## src/sec_consts.vh

```
`ifndef SEC_CONSTS_VH
`define SEC_CONSTS_VH

// Opcode matching: bit 3 is masked off for the short opcodes
`define SEC_OPC_MASK_X     8'hF7
`define SEC_OPC_UNLOCK     8'h06
`define SEC_OPC_LOCK       8'h04
`define SEC_OPC_STAT_RD    8'h05
`define SEC_OPC_STAT_WR    8'h01
`define SEC_OPC_ARRAY_RD   8'h03
`define SEC_OPC_ARRAY_WR   8'h02
`define SEC_OPC_IDPAGE_RD  8'h83
`define SEC_OPC_IDPAGE_WR  8'h82
`define SEC_OPC_TOP_BIT    3

// Address byte bit that picks the lock function over page access
`define SEC_ADDR_LOCK_BIT  7

// Status byte layout
`define SEC_STAT_ONES      4'hF
`define SEC_STAT_PROT_HI   3
`define SEC_STAT_PROT_LO   2
`define SEC_STAT_LATCH     1
`define SEC_STAT_BUSY      0

// Protection encodings
`define SEC_PROT_NONE      2'h0
`define SEC_PROT_QUARTER   2'h1
`define SEC_PROT_HALF      2'h2
`define SEC_PROT_ALL       2'h3
`define SEC_PROT_RESET     2'h0

// Kinds of self-timed cycle
`define SEC_NV_STATUS      2'h0
`define SEC_NV_ARRAY       2'h1
`define SEC_NV_IDPAGE      2'h2
`define SEC_NV_SEAL        2'h3

// Self-timed cycle length
`define SEC_TW_NS          5000000
`define SEC_CLK_MHZ        200
`define SEC_TW_CYC         ((`SEC_TW_NS * `SEC_CLK_MHZ) / 1000)

`endif

```

## src/sec_cmd.v

```verilog
// Summary of operation
// - Bytes arrive MSB first, opcode byte first
// - Unknown opcode: ignore everything until deselect
// - Decode unlock and lock, bit 3 ignored
// - Decode status read and write, bit 3 ignored
// - Array read/write opcodes carry top address bit
// - Top address bit selects array half
// - Address bit 7 picks page or lock function
// - Unlock command sets the write latch
// - After unlock/lock opcode, ignore input until deselect
// - Latch cleared: reset, lock, completion, protect pin
// - Status byte repeats until deselect
// - Status read accepted even while busy
// - New protect bits visible after cycle only
// - Status byte: ones, protect, latch, busy
// - Busy flag high during self-timed cycle
// - Latch clear rejects array and status writes
// - Protect bits non-volatile, block protected writes
// - Deselect exactly at byte boundary to execute
// - Valid status write starts timed busy cycle
// - Status write changes only protect bits
// - Status write rejected: latch, busy, protect pin
// - Protect code selects none, quarter, half, all
// - While busy ignore array and status writes
// - Sample on rising, shift out after falling
`include "sec_consts.vh"
`default_nettype none

module sec_cmd #(
  parameter integer TW_CYC = `SEC_TW_CYC
) (
  // System
  input  wire       i_clk_sys,
  input  wire       i_rst_n,
  // Serial pins
  input  wire       i_spi_sclk,
  input  wire       i_spi_cs_n,
  input  wire       i_spi_mosi,
  input  wire       i_wp_n,
  output reg        o_spi_miso,
  output reg        o_spi_miso_oe_n,
  // Decoded requests to the data paths
  output reg        o_array_rd,
  output reg        o_idpage_rd,
  output reg        o_lock_query,
  output reg  [8:0] o_addr,
  output reg  [7:0] o_rx_byte,
  output reg        o_rx_byte_vld,
  // Self-timed cycle
  output reg        o_nv_start,
  output reg  [1:0] o_nv_kind,
  output reg        o_busy,
  // Status
  output wire [7:0] o_status
);

  localparam [5:0] ST_IDLE = 6'h01;
  localparam [5:0] ST_OPC  = 6'h02;
  localparam [5:0] ST_ADDR = 6'h04;
  localparam [5:0] ST_DATA = 6'h08;
  localparam [5:0] ST_STAT = 6'h10;
  localparam [5:0] ST_WAIT = 6'h20;

  localparam [2:0] K_ARD = 3'h0;
  localparam [2:0] K_AWR = 3'h1;
  localparam [2:0] K_SWR = 3'h2;
  localparam [2:0] K_IDR = 3'h3;
  localparam [2:0] K_IDW = 3'h4;

  // Write to the protected region of a 9-bit array
  function prot_hit;
    input [8:0] addr;
    input [1:0] prot;
    begin
      case (prot)
        `SEC_PROT_NONE:    prot_hit = 1'b0;
        `SEC_PROT_QUARTER: prot_hit = (addr[8:7] == 2'h3);
        `SEC_PROT_HALF:    prot_hit = addr[8];
        default:           prot_hit = 1'b1;
      endcase
    end
  endfunction

  // Opcode match with bit 3 masked
  function opc_x;
    input [7:0] opc;
    input [7:0] code;
    begin
      opc_x = ((opc & `SEC_OPC_MASK_X) == code);
    end
  endfunction

  reg        cs_m;
  reg        cs_s;
  reg        cs_d;
  reg        sck_m;
  reg        sck_s;
  reg        sck_d;
  reg        mosi_m;
  reg        mosi_s;
  reg        wp_m;
  reg        wp_s;

  reg  [5:0] state;
  reg  [2:0] kind;
  reg  [2:0] bit_cnt;
  reg  [2:0] obit_cnt;
  reg  [6:0] sh_in;
  reg  [7:0] sh_out;
  reg        top_bit;
  reg  [7:0] addr_byte;
  reg        armed;
  reg        extra_byte;
  reg        wp_low_seen;
  reg  [1:0] pend_prot;
  reg  [1:0] prot;
  reg        latch;
  reg  [23:0] timer;
  reg  [1:0] cyc_kind;

  wire       sck_rise = sck_s & ~sck_d;
  wire       sck_fall = ~sck_s & sck_d;
  wire       cs_fall  = ~cs_s & cs_d;
  wire       cs_rise  = cs_s & ~cs_d;
  wire       selected = ~cs_s & ~cs_d;
  wire [7:0] rx_byte  = {sh_in, mosi_s};
  wire       byte_done = selected & sck_rise & (bit_cnt == 3'h7);
  wire       cyc_end  = (timer == 24'h1);
  wire [8:0] full_addr = {top_bit, addr_byte};

  // Status byte layout
  assign o_status = {`SEC_STAT_ONES, prot, latch, o_busy};

  // Commit checks at deselect
  reg        next_go;
  reg  [1:0] next_go_kind;
  always @*
  begin
    next_go      = 1'b0;
    next_go_kind = `SEC_NV_STATUS;
    if (cs_rise && state == ST_DATA && armed && bit_cnt == 3'h0 &&
        latch && !o_busy && !wp_low_seen && wp_s)
    begin
      case (kind)
        K_SWR:
        begin
          next_go      = !extra_byte;
          next_go_kind = `SEC_NV_STATUS;
        end
        K_AWR:
        begin
          next_go      = !prot_hit(full_addr, prot);
          next_go_kind = `SEC_NV_ARRAY;
        end
        K_IDW:
        begin
          next_go      = (prot != `SEC_PROT_ALL);
          next_go_kind = addr_byte[`SEC_ADDR_LOCK_BIT] ?
                         `SEC_NV_SEAL : `SEC_NV_IDPAGE;
        end
        default:
        begin
          next_go      = 1'b0;
          next_go_kind = `SEC_NV_STATUS;
        end
      endcase
    end
  end

  // Two-stage synchronisers on pins
  always @(posedge i_clk_sys or negedge i_rst_n)
  begin
    if (!i_rst_n)
    begin
      cs_m   <= 1'b1;
      cs_s   <= 1'b1;
      cs_d   <= 1'b1;
      sck_m  <= 1'b0;
      sck_s  <= 1'b0;
      sck_d  <= 1'b0;
      mosi_m <= 1'b0;
      mosi_s <= 1'b0;
      wp_m   <= 1'b1;
      wp_s   <= 1'b1;
    end
    else
    begin
      cs_m   <= i_spi_cs_n;
      cs_s   <= cs_m;
      cs_d   <= cs_s;
      sck_m  <= i_spi_sclk;
      sck_s  <= sck_m;
      sck_d  <= sck_s;
      mosi_m <= i_spi_mosi;
      mosi_s <= mosi_m;
      wp_m   <= i_wp_n;
      wp_s   <= wp_m;
    end
  end

  // Command sequencer
  always @(posedge i_clk_sys or negedge i_rst_n)
  begin
    if (!i_rst_n)
    begin
      state         <= ST_IDLE;
      kind          <= K_ARD;
      bit_cnt       <= 3'h0;
      sh_in         <= 7'h00;
      top_bit       <= 1'b0;
      addr_byte     <= 8'h00;
      armed         <= 1'b0;
      extra_byte    <= 1'b0;
      wp_low_seen   <= 1'b0;
      pend_prot     <= `SEC_PROT_RESET;
      o_array_rd    <= 1'b0;
      o_idpage_rd   <= 1'b0;
      o_lock_query  <= 1'b0;
      o_addr        <= 9'h000;
      o_rx_byte     <= 8'h00;
      o_rx_byte_vld <= 1'b0;
    end
    else
    begin
      o_array_rd    <= 1'b0;
      o_idpage_rd   <= 1'b0;
      o_lock_query  <= 1'b0;
      o_rx_byte_vld <= 1'b0;
      if (selected && !wp_s)
        wp_low_seen <= 1'b1;
      if (selected && sck_rise)
      begin
        sh_in   <= rx_byte[6:0];
        bit_cnt <= bit_cnt + 3'h1;
      end
      if (cs_fall)
      begin
        state       <= ST_OPC;
        bit_cnt     <= 3'h0;
        armed       <= 1'b0;
        extra_byte  <= 1'b0;
        wp_low_seen <= ~wp_s;
      end
      else if (cs_rise)
        state <= ST_IDLE;
      else if (byte_done)
      begin
        case (state)
          ST_OPC:
          begin
            if (opc_x(rx_byte, `SEC_OPC_UNLOCK) ||
                opc_x(rx_byte, `SEC_OPC_LOCK))
              state <= ST_WAIT;
            else if (opc_x(rx_byte, `SEC_OPC_STAT_RD))
              state <= ST_STAT;
            else if (opc_x(rx_byte, `SEC_OPC_STAT_WR))
            begin
              kind  <= K_SWR;
              state <= o_busy ? ST_WAIT : ST_DATA;
            end
            else if (rx_byte[7:4] == 4'h0 && rx_byte[2:1] == 2'h1)
            begin
              kind    <= rx_byte[0] ? K_ARD : K_AWR;
              top_bit <= rx_byte[`SEC_OPC_TOP_BIT];
              state   <= o_busy ? ST_WAIT : ST_ADDR;
            end
            else if (rx_byte == `SEC_OPC_IDPAGE_RD ||
                     rx_byte == `SEC_OPC_IDPAGE_WR)
            begin
              kind    <= rx_byte[0] ? K_IDR : K_IDW;
              top_bit <= rx_byte[`SEC_OPC_TOP_BIT];
              state   <= o_busy ? ST_WAIT : ST_ADDR;
            end
            else
              state <= ST_WAIT;
          end
          ST_ADDR:
          begin
            addr_byte <= rx_byte;
            o_addr    <= {top_bit, rx_byte};
            if (kind == K_ARD)
            begin
              o_array_rd <= 1'b1;
              state      <= ST_WAIT;
            end
            // lock or page by bit 7
            else if (kind == K_IDR)
            begin
              o_idpage_rd  <= ~rx_byte[`SEC_ADDR_LOCK_BIT];
              o_lock_query <= rx_byte[`SEC_ADDR_LOCK_BIT];
              state        <= ST_WAIT;
            end
            else
              state <= ST_DATA;
          end
          ST_DATA:
          begin
            o_rx_byte     <= rx_byte;
            o_rx_byte_vld <= 1'b1;
            armed         <= 1'b1;
            if (armed)
              extra_byte <= 1'b1;
            if (kind == K_SWR && !armed)
              pend_prot <= rx_byte[`SEC_STAT_PROT_HI:`SEC_STAT_PROT_LO];
          end
          default:
            state <= state;
        endcase
      end
    end
  end

  // Status shift-out
  always @(posedge i_clk_sys or negedge i_rst_n)
  begin
    if (!i_rst_n)
    begin
      sh_out          <= 8'h00;
      obit_cnt        <= 3'h0;
      o_spi_miso      <= 1'b0;
      o_spi_miso_oe_n <= 1'b1;
    end
    else if (!selected || state != ST_STAT)
    begin
      obit_cnt        <= 3'h0;
      o_spi_miso_oe_n <= 1'b1;
    end
    else if (sck_fall)
    begin
      obit_cnt        <= obit_cnt + 3'h1;
      o_spi_miso_oe_n <= 1'b0;
      if (obit_cnt == 3'h0)
      begin
        sh_out     <= {o_status[6:0], 1'b0};
        o_spi_miso <= o_status[7];
      end
      else
      begin
        sh_out     <= {sh_out[6:0], 1'b0};
        o_spi_miso <= sh_out[7];
      end
    end
  end

  // Latch, protect bits and timed cycle
  always @(posedge i_clk_sys or negedge i_rst_n)
  begin
    if (!i_rst_n)
    begin
      latch      <= 1'b0;
      prot       <= `SEC_PROT_RESET;
      timer      <= 24'h000000;
      o_busy     <= 1'b0;
      o_nv_start <= 1'b0;
      o_nv_kind  <= `SEC_NV_STATUS;
      cyc_kind   <= `SEC_NV_STATUS;
    end
    else
    begin
      o_nv_start <= next_go;
      if (next_go)
      begin
        timer     <= TW_CYC[23:0];
        o_busy    <= 1'b1;
        o_nv_kind <= next_go_kind;
        cyc_kind  <= next_go_kind;
      end
      else if (o_busy)
      begin
        timer <= timer - 24'h000001;
        if (cyc_end)
        begin
          o_busy <= 1'b0;
          if (cyc_kind == `SEC_NV_STATUS)
            prot <= pend_prot;
        end
      end
      if (!wp_s || (o_busy && cyc_end))
        latch <= 1'b0;
      else if (byte_done && state == ST_OPC)
      begin
        if (opc_x(rx_byte, `SEC_OPC_UNLOCK))
          latch <= 1'b1;
        else if (opc_x(rx_byte, `SEC_OPC_LOCK))
          latch <= 1'b0;
      end
    end
  end

endmodule // sec_cmd

`default_nettype wire

```

## config.mk

```make
export PLATFORM = sky130hd
export DESIGN_NAME = sec_cmd
export DESIGN_NICKNAME = d
export VERILOG_FILES = /design/src/sec_cmd.v
export VERILOG_INCLUDE_DIRS = /design/src
export SDC_FILE = /design/constraint.sdc
export NUM_CORES = 1
export LEC_CHECK = 0
export BUFFER_PORTS_ARGS = -buffer_cell sky130_fd_sc_hd__buf_2
export CAP_MARGIN = 20
export CORE_MARGIN = 3
export CORE_UTILIZATION = 25
export DETAILED_ROUTE_END_ITERATION = 16
export SYNTH_ARGS = -nofsm -noshare
export SYNTH_HDL_FRONTEND = slang
export SYNTH_SLANG_ARGS = --single-unit
```

## constraint.sdc

```tcl
create_clock -name i_clk_sys -period 2.5 [get_ports i_clk_sys]
set_clock_uncertainty 0.15 [all_clocks]
set_input_delay 0 -clock i_clk_sys [delete_from_list [all_inputs] [get_ports i_clk_sys]]
set_output_delay 0 -clock i_clk_sys [all_outputs]
set_load 0.03 [all_outputs]
```

* Yosys cells after proc, flatten, opt, wreduce, memory -nomap -nowiden *
Index checks and enable logic that the tools add are counted.

cells by class
  bitwise logic cells = 20
  reductions and logical operators = 54
  muxes and demuxes = 77
  $add $sub $neg = 3
  equality and inequality tests = 22

operators by type and width
  cell                   number
  $mux 6                 12
  $mux 1                 49
  $mux 24                2
  $eq 24x1->1 const B    1
  $mux 3                 8
  $sub 24x1->24 const B  1
  $eq 7x3->1 const B     3
  $reduce_bool 2->1      9
  $eq 8x8->1 const B     2
  $reduce_and 4->1       4
  $logic_and 1x1->1      13
  $not 1->1              13
  $pmux 6 s2             1
  $logic_not 3->1        3
  $reduce_bool 3->1      3
  $mux 8                 1
  $reduce_and 8->1       1
  $and 1x1->1            7
  $eq 7x1->1 const B     1
  $logic_not 1->1        7
  $reduce_and 7->1       1
  $add 3x1->3 const B    2
  $eq 3x2->1 const B     2
  $eq 3x3->1 const B     2
  18 further kinds       28

storage, ports and cells
  logic and storage cells = 212
  register bits = 108
  input bits = 6

* Logic depth before layout (Yosys ltp) *
  word-level depth = 15
  depth in mapped cells = 8
  mapped depth without buffers = 6

* Least setup slack after synthesis *
No wires, ideal clock.

  path type = reg2reg
  start = register cs_s
  end = register o_addr[0]
  stages on the path, launching flop included = 8
  slack = 136 ps
  required time = 2225 ps
  clock period less this slack = 2364 ps
  data arrival time = 2089 ps
  cells stage by stage = dfstp_2 inv_1 ha_1 clkbuf_1 nor2_1 nand2_1 nor2_1 mux2_2

on the way
  elaborated cells between the ends (all ways) = 9
  those cells by class = bitwise: 8; reduce/logical: 1

RTL lines
  item                               line           text
  start: declaration                 sec_cmd.v:94   reg cs_s;
  start signal: assignment           sec_cmd.v:189  cs_s <= cs_m;
  $not 1->1                          sec_cmd.v:123  wire cs_fall = ~cs_s & cs_d;
  $and 1x1->1                        sec_cmd.v:123
  via cs_fall                        sec_cmd.v:123
  $not 1->1 (no source line)         n/a
  $reduce_and 4->1 (no source line)  n/a
  end signal: assignment             sec_cmd.v:280  o_addr <= {top_bit, rx_byte};
  end: declaration                   sec_cmd.v:46   output reg [8:0] o_addr,

The timed path passes the listed nets, and every way through them passes these cells.
A chain may end at the register's enable or synchronous reset.

* Worst setup path in the final report *
  start = register cs_s
  end = register o_nv_start

on the way
  cells in the longest elaborated chain, start to end = 9

ends and longest elaborated chain
  item                             line           text
  $and 1x1->1                      sec_cmd.v:124  wire cs_rise = cs_s & ~cs_d;
  $logic_and 1x1->1 (4 in series)  sec_cmd.v:141  if (cs_rise && state == ST_DATA && armed && bit_cnt == 3'h0 &&
  $logic_and 1x1->1 (3 in series)  sec_cmd.v:142  latch && !o_busy && !wp_low_seen && wp_s)
  $mux 1                           sec_cmd.v:141
  via next_go                      sec_cmd.v:135  reg next_go;
  end signal: assignment           sec_cmd.v:360  o_nv_start <= next_go;
  end: declaration                 sec_cmd.v:50   output reg o_nv_start,

The timed path passes the listed nets, and every way through them passes these cells.

==> results.json <==
{
  "wire_per_inst_um": 14.5,
  "synth_edf_count": 0,
  "ant_nets": 0,
  "dp_hpwl_um": 7500,
  "required_ps": 2550,
  "synth-seq-cells": 99,
  "holdBufCountCts": 5,
  "setup_violations": 0,
  "rows": 49,
  "seq_area_frac_synth_pct": 53.2,
  "die-height_um": 143,
  "syn_area_per_cell_um2": 11.0,
  "p_leak_uw": 0.00262,
  "port_buffers": 36,
  "design_power_total_uw": 3490,
  "syn_to_final_growth_pct": 18.5,
  "worst-path-stages": 4,
  "startpoint_type": "register",
  "synthArstFlopShare_pct": 100,
  "place_area_mm2": 0.00517,
  "hold_violations": 0,
  "cts_tree": "yes",
  "setup_ws_ps": 170,
  "reg2reg_to": "o_nv_start",
  "final_nets": 495,
  "grt_pass1_vias": 3391,
  "dpl_worst_slack_ps": 175,
  "antenna_found_initial": 0,
  "overflow": 0,
  "gp_congestion": 0.824,
  "numCtsBuffers": 9,
  "grt_max_degree": 44,
  "path_class": "reg -> reg",
  "yosysWarningCount": 0,
  "insertion_delay_ps": 350,
  "synth_flop_cell": "dfrtp_1",
  "dr.pass1.iters": 5,
  "synth_top_cell_by_area": "dfrtp_1",
  "post_cts_buffers": 0,
  "fmax_mhz": 429,
  "min_period_ps": 2330,
  "endpoint": "o_nv_start",
  "synth_top_area_share_pct": 49.3,
  "slew_viol_final": 0,
  "end_kind": "register",
  "cts.reportedPaths.clkPinSlew_ps": 70,
  "ctsResizeCount": 0,
  "finish.utilization_pct": 30.5,
  "crit_chain": "ha_1 > nand4_1 > or4b_2 > a2111oi_0",
  "yosys.cell_types.count": 63,
  "avgViaCountPerCell": 4.75,
  "start_util_pct": 25.7,
  "synthCells": 426,
  "setup_tns_ps": 0,
  "grtUsageTotal_pct": 10.5,
  "power.density_mw_per_mm2": 631,
  "dieArea_mm2": 0.0204,
  "post-route-drc-count": 0,
  "reg2reg_from": "cs_s",
  "min_period_over_period_pct": 93.2,
  "drive_above_1_share_pct": 22.4,
  "cts_max_path_buffers": 2,
  "peakVddDrop_uv": 386,
  "worstMarginPinSlew_ps": 643,
  "syn_area_mm2": 0.00467,
  "grt_pass1_wl_um": 17100,
  "dieWidth_um": 143,
  "path_buf_inv": 0,
  "cts_root_buf": "clkbuf_16",
  "cp_max_fo": 7,
  "cts_sinks": 99,
  "cp.arrival_ps": 2380,
  "num-fill-cells": 1891,
  "hp-class": "in -> async",
  "rsz0062_at_grt": "no",
  "boundaryPins": 41,
  "path_delay_family": "simple AND/OR/NAND/NOR gates",
  "status": "finished clean",
  "core_area_mm2": 0.0181,
  "cp_slowest_cell": "or4b_2",
  "synth_area_leaders": "dfrtp_1 49%, mux2_2 6.0%, dfstp_2 3.9%",
  "routed_wirelength_um": 10300,
  "cap_violations": 0,
  "cts-htree-levels": 3,
  "slew_headroom_pct": 57.0,
  "finish.instance_area_mm2": 0.00553,
  "drt_iter0_drc": 288,
  "r2r_cells": 4,
  "critPathLaunch": "cs_s",
  "max_stage_delay_ps": 620,
  "num_vias": 3374,
  "n_antenna_cell": 0,
  "reg2reg_slack_ps": 170
}
[metrics by stage]
| stage | cells | hold WS, ps |
|---|---|---|
| 2_1_floorplan | 429 | -446 |
| 3_3_place_gp | 690 | -110 |
| 3_5_place_dp | 690 | -94.7 |
| 4_1_cts | 711 | 68.8 |
| 5_1_grt | 711 | 100 |
| 6_report | 711 | 59.7 |
[cell usage after synthesis, types with 2 or more instances]
cell       count
a22o_1         4
or4_1         10
nand4_1        5
nor4_1         9
mux2_2        25
ha_1          12
nand3b_1       6
nor2_1        41
o21ai_0       10
nand2b_1       3
buf_4          8
dfstp_2        7
o41ai_1        2
inv_1         18
a2bb2oi_1      2
nor2b_1        5
mux2i_1        4
o31ai_1       10
and3_1         2
nand2_1       26
nor4b_1        2
nor3b_1        3
nand4b_1       2
or2_2          2
nor3_1        17
clkbuf_1      10
or3_1          3
a211o_1        2
and4_1         3
xor2_1         9
xnor2_1        7
nand3_1       15
dfrtp_1       92
mux2_4         2
a21oi_1       20
[state kept, by name (all words and copies together), names as in the netlist, 6 cells and up]
signal and flops:
o_addr 9, o_rx_byte 8, sh_in 7, sh_out 7, state 6, timer 24
[worst register-to-register path: cells and delay by family, from the launching register on]
kind	cells	cell delay, ps
compound gates	1	370
fa+ha+maj	1	320
flops	1	550
simple gates	2	800
[power breakdown]
group / leakage (µW) / switching (µW) / internal, µW
sequential: 0.00134 / 88.3 / 1670
clock: 0.000148 / 641 / 792
combinational: 0.00113 / 177 / 130
total: 0.00262 / 906 / 2590
[final cells by class]
cell class / count / area [µm²] / area share, %
clock inverter: 7 / 83.8 / 1.52
tap: 229 / 287 / 5.18
inverter: 18 / 67.6 / 1.22
sequential: 99 / 2490 / 44.9
multi-input combinational: 291 / 2010 / 36.3
clock buffer: 9 / 225 / 4.07
timing repair buffer: 58 / 373 / 6.74
[layer usage]
| layer | up-vias | part of all wire, % | track usage [%] |
|---|---|---|---|
| li1 | 1625 | - | - |
| met1 | 1679 | 49 | 14.2 |
| met2 | 58 | 46 | 16.4 |
| met3 | 12 | 3.9 | 3.15 |
| met4 | 0 | 1.3 | 3.40 |
| met5 | - | 0 | 0 |
[logic make-up (layout without fill, tap and decap cells)]
family	Yosys count	count (layout)	share of synthesized area, %
flip-flops	99	99	53.2
XOR/XNOR	16	16	3.00
other	1	4	0.0803
multiplexers	31	31	7.53
AND/OR/NAND/NOR	162	162	18.9
AO/OA/AOI/OAI	66	66	10.0
buffers and inverters	39	92	3.97
adder cells (fa/ha/maj)	12	12	3.22
[how the worst min path moves through the flow]
stage,start,to,slack [ps],cells past startpoint
floorplan,i_rst_n,armed,-450,0
global placement,i_rst_n,timer[9],-110,1
detailed placement,i_rst_n,timer[10],-90,1
CTS,i_rst_n,timer[6],70,2
global route,i_rst_n,timer[14],100,2
finish,i_rst_n,timer[14],60,2
[layout by cell type, fill, tap and decap left out, types with 9 or more instances in the layout]
cell type,netlist,routed
nor3_1,17,17
o31ai_1,10,10
a21oi_1,20,20
nor2_1,41,41
buf_4,8,17
nand3_1,15,15
nor4_1,9,9
clkbuf_16,0,9
o21ai_0,10,10
or4_1,10,10
dfrtp_1,92,92
nand2_1,26,26
inv_1,18,18
mux2_2,25,25
buf_2,1,35
xor2_1,9,9
ha_1,12,12
Note: power is estimated with default switching activity, not from simulation.
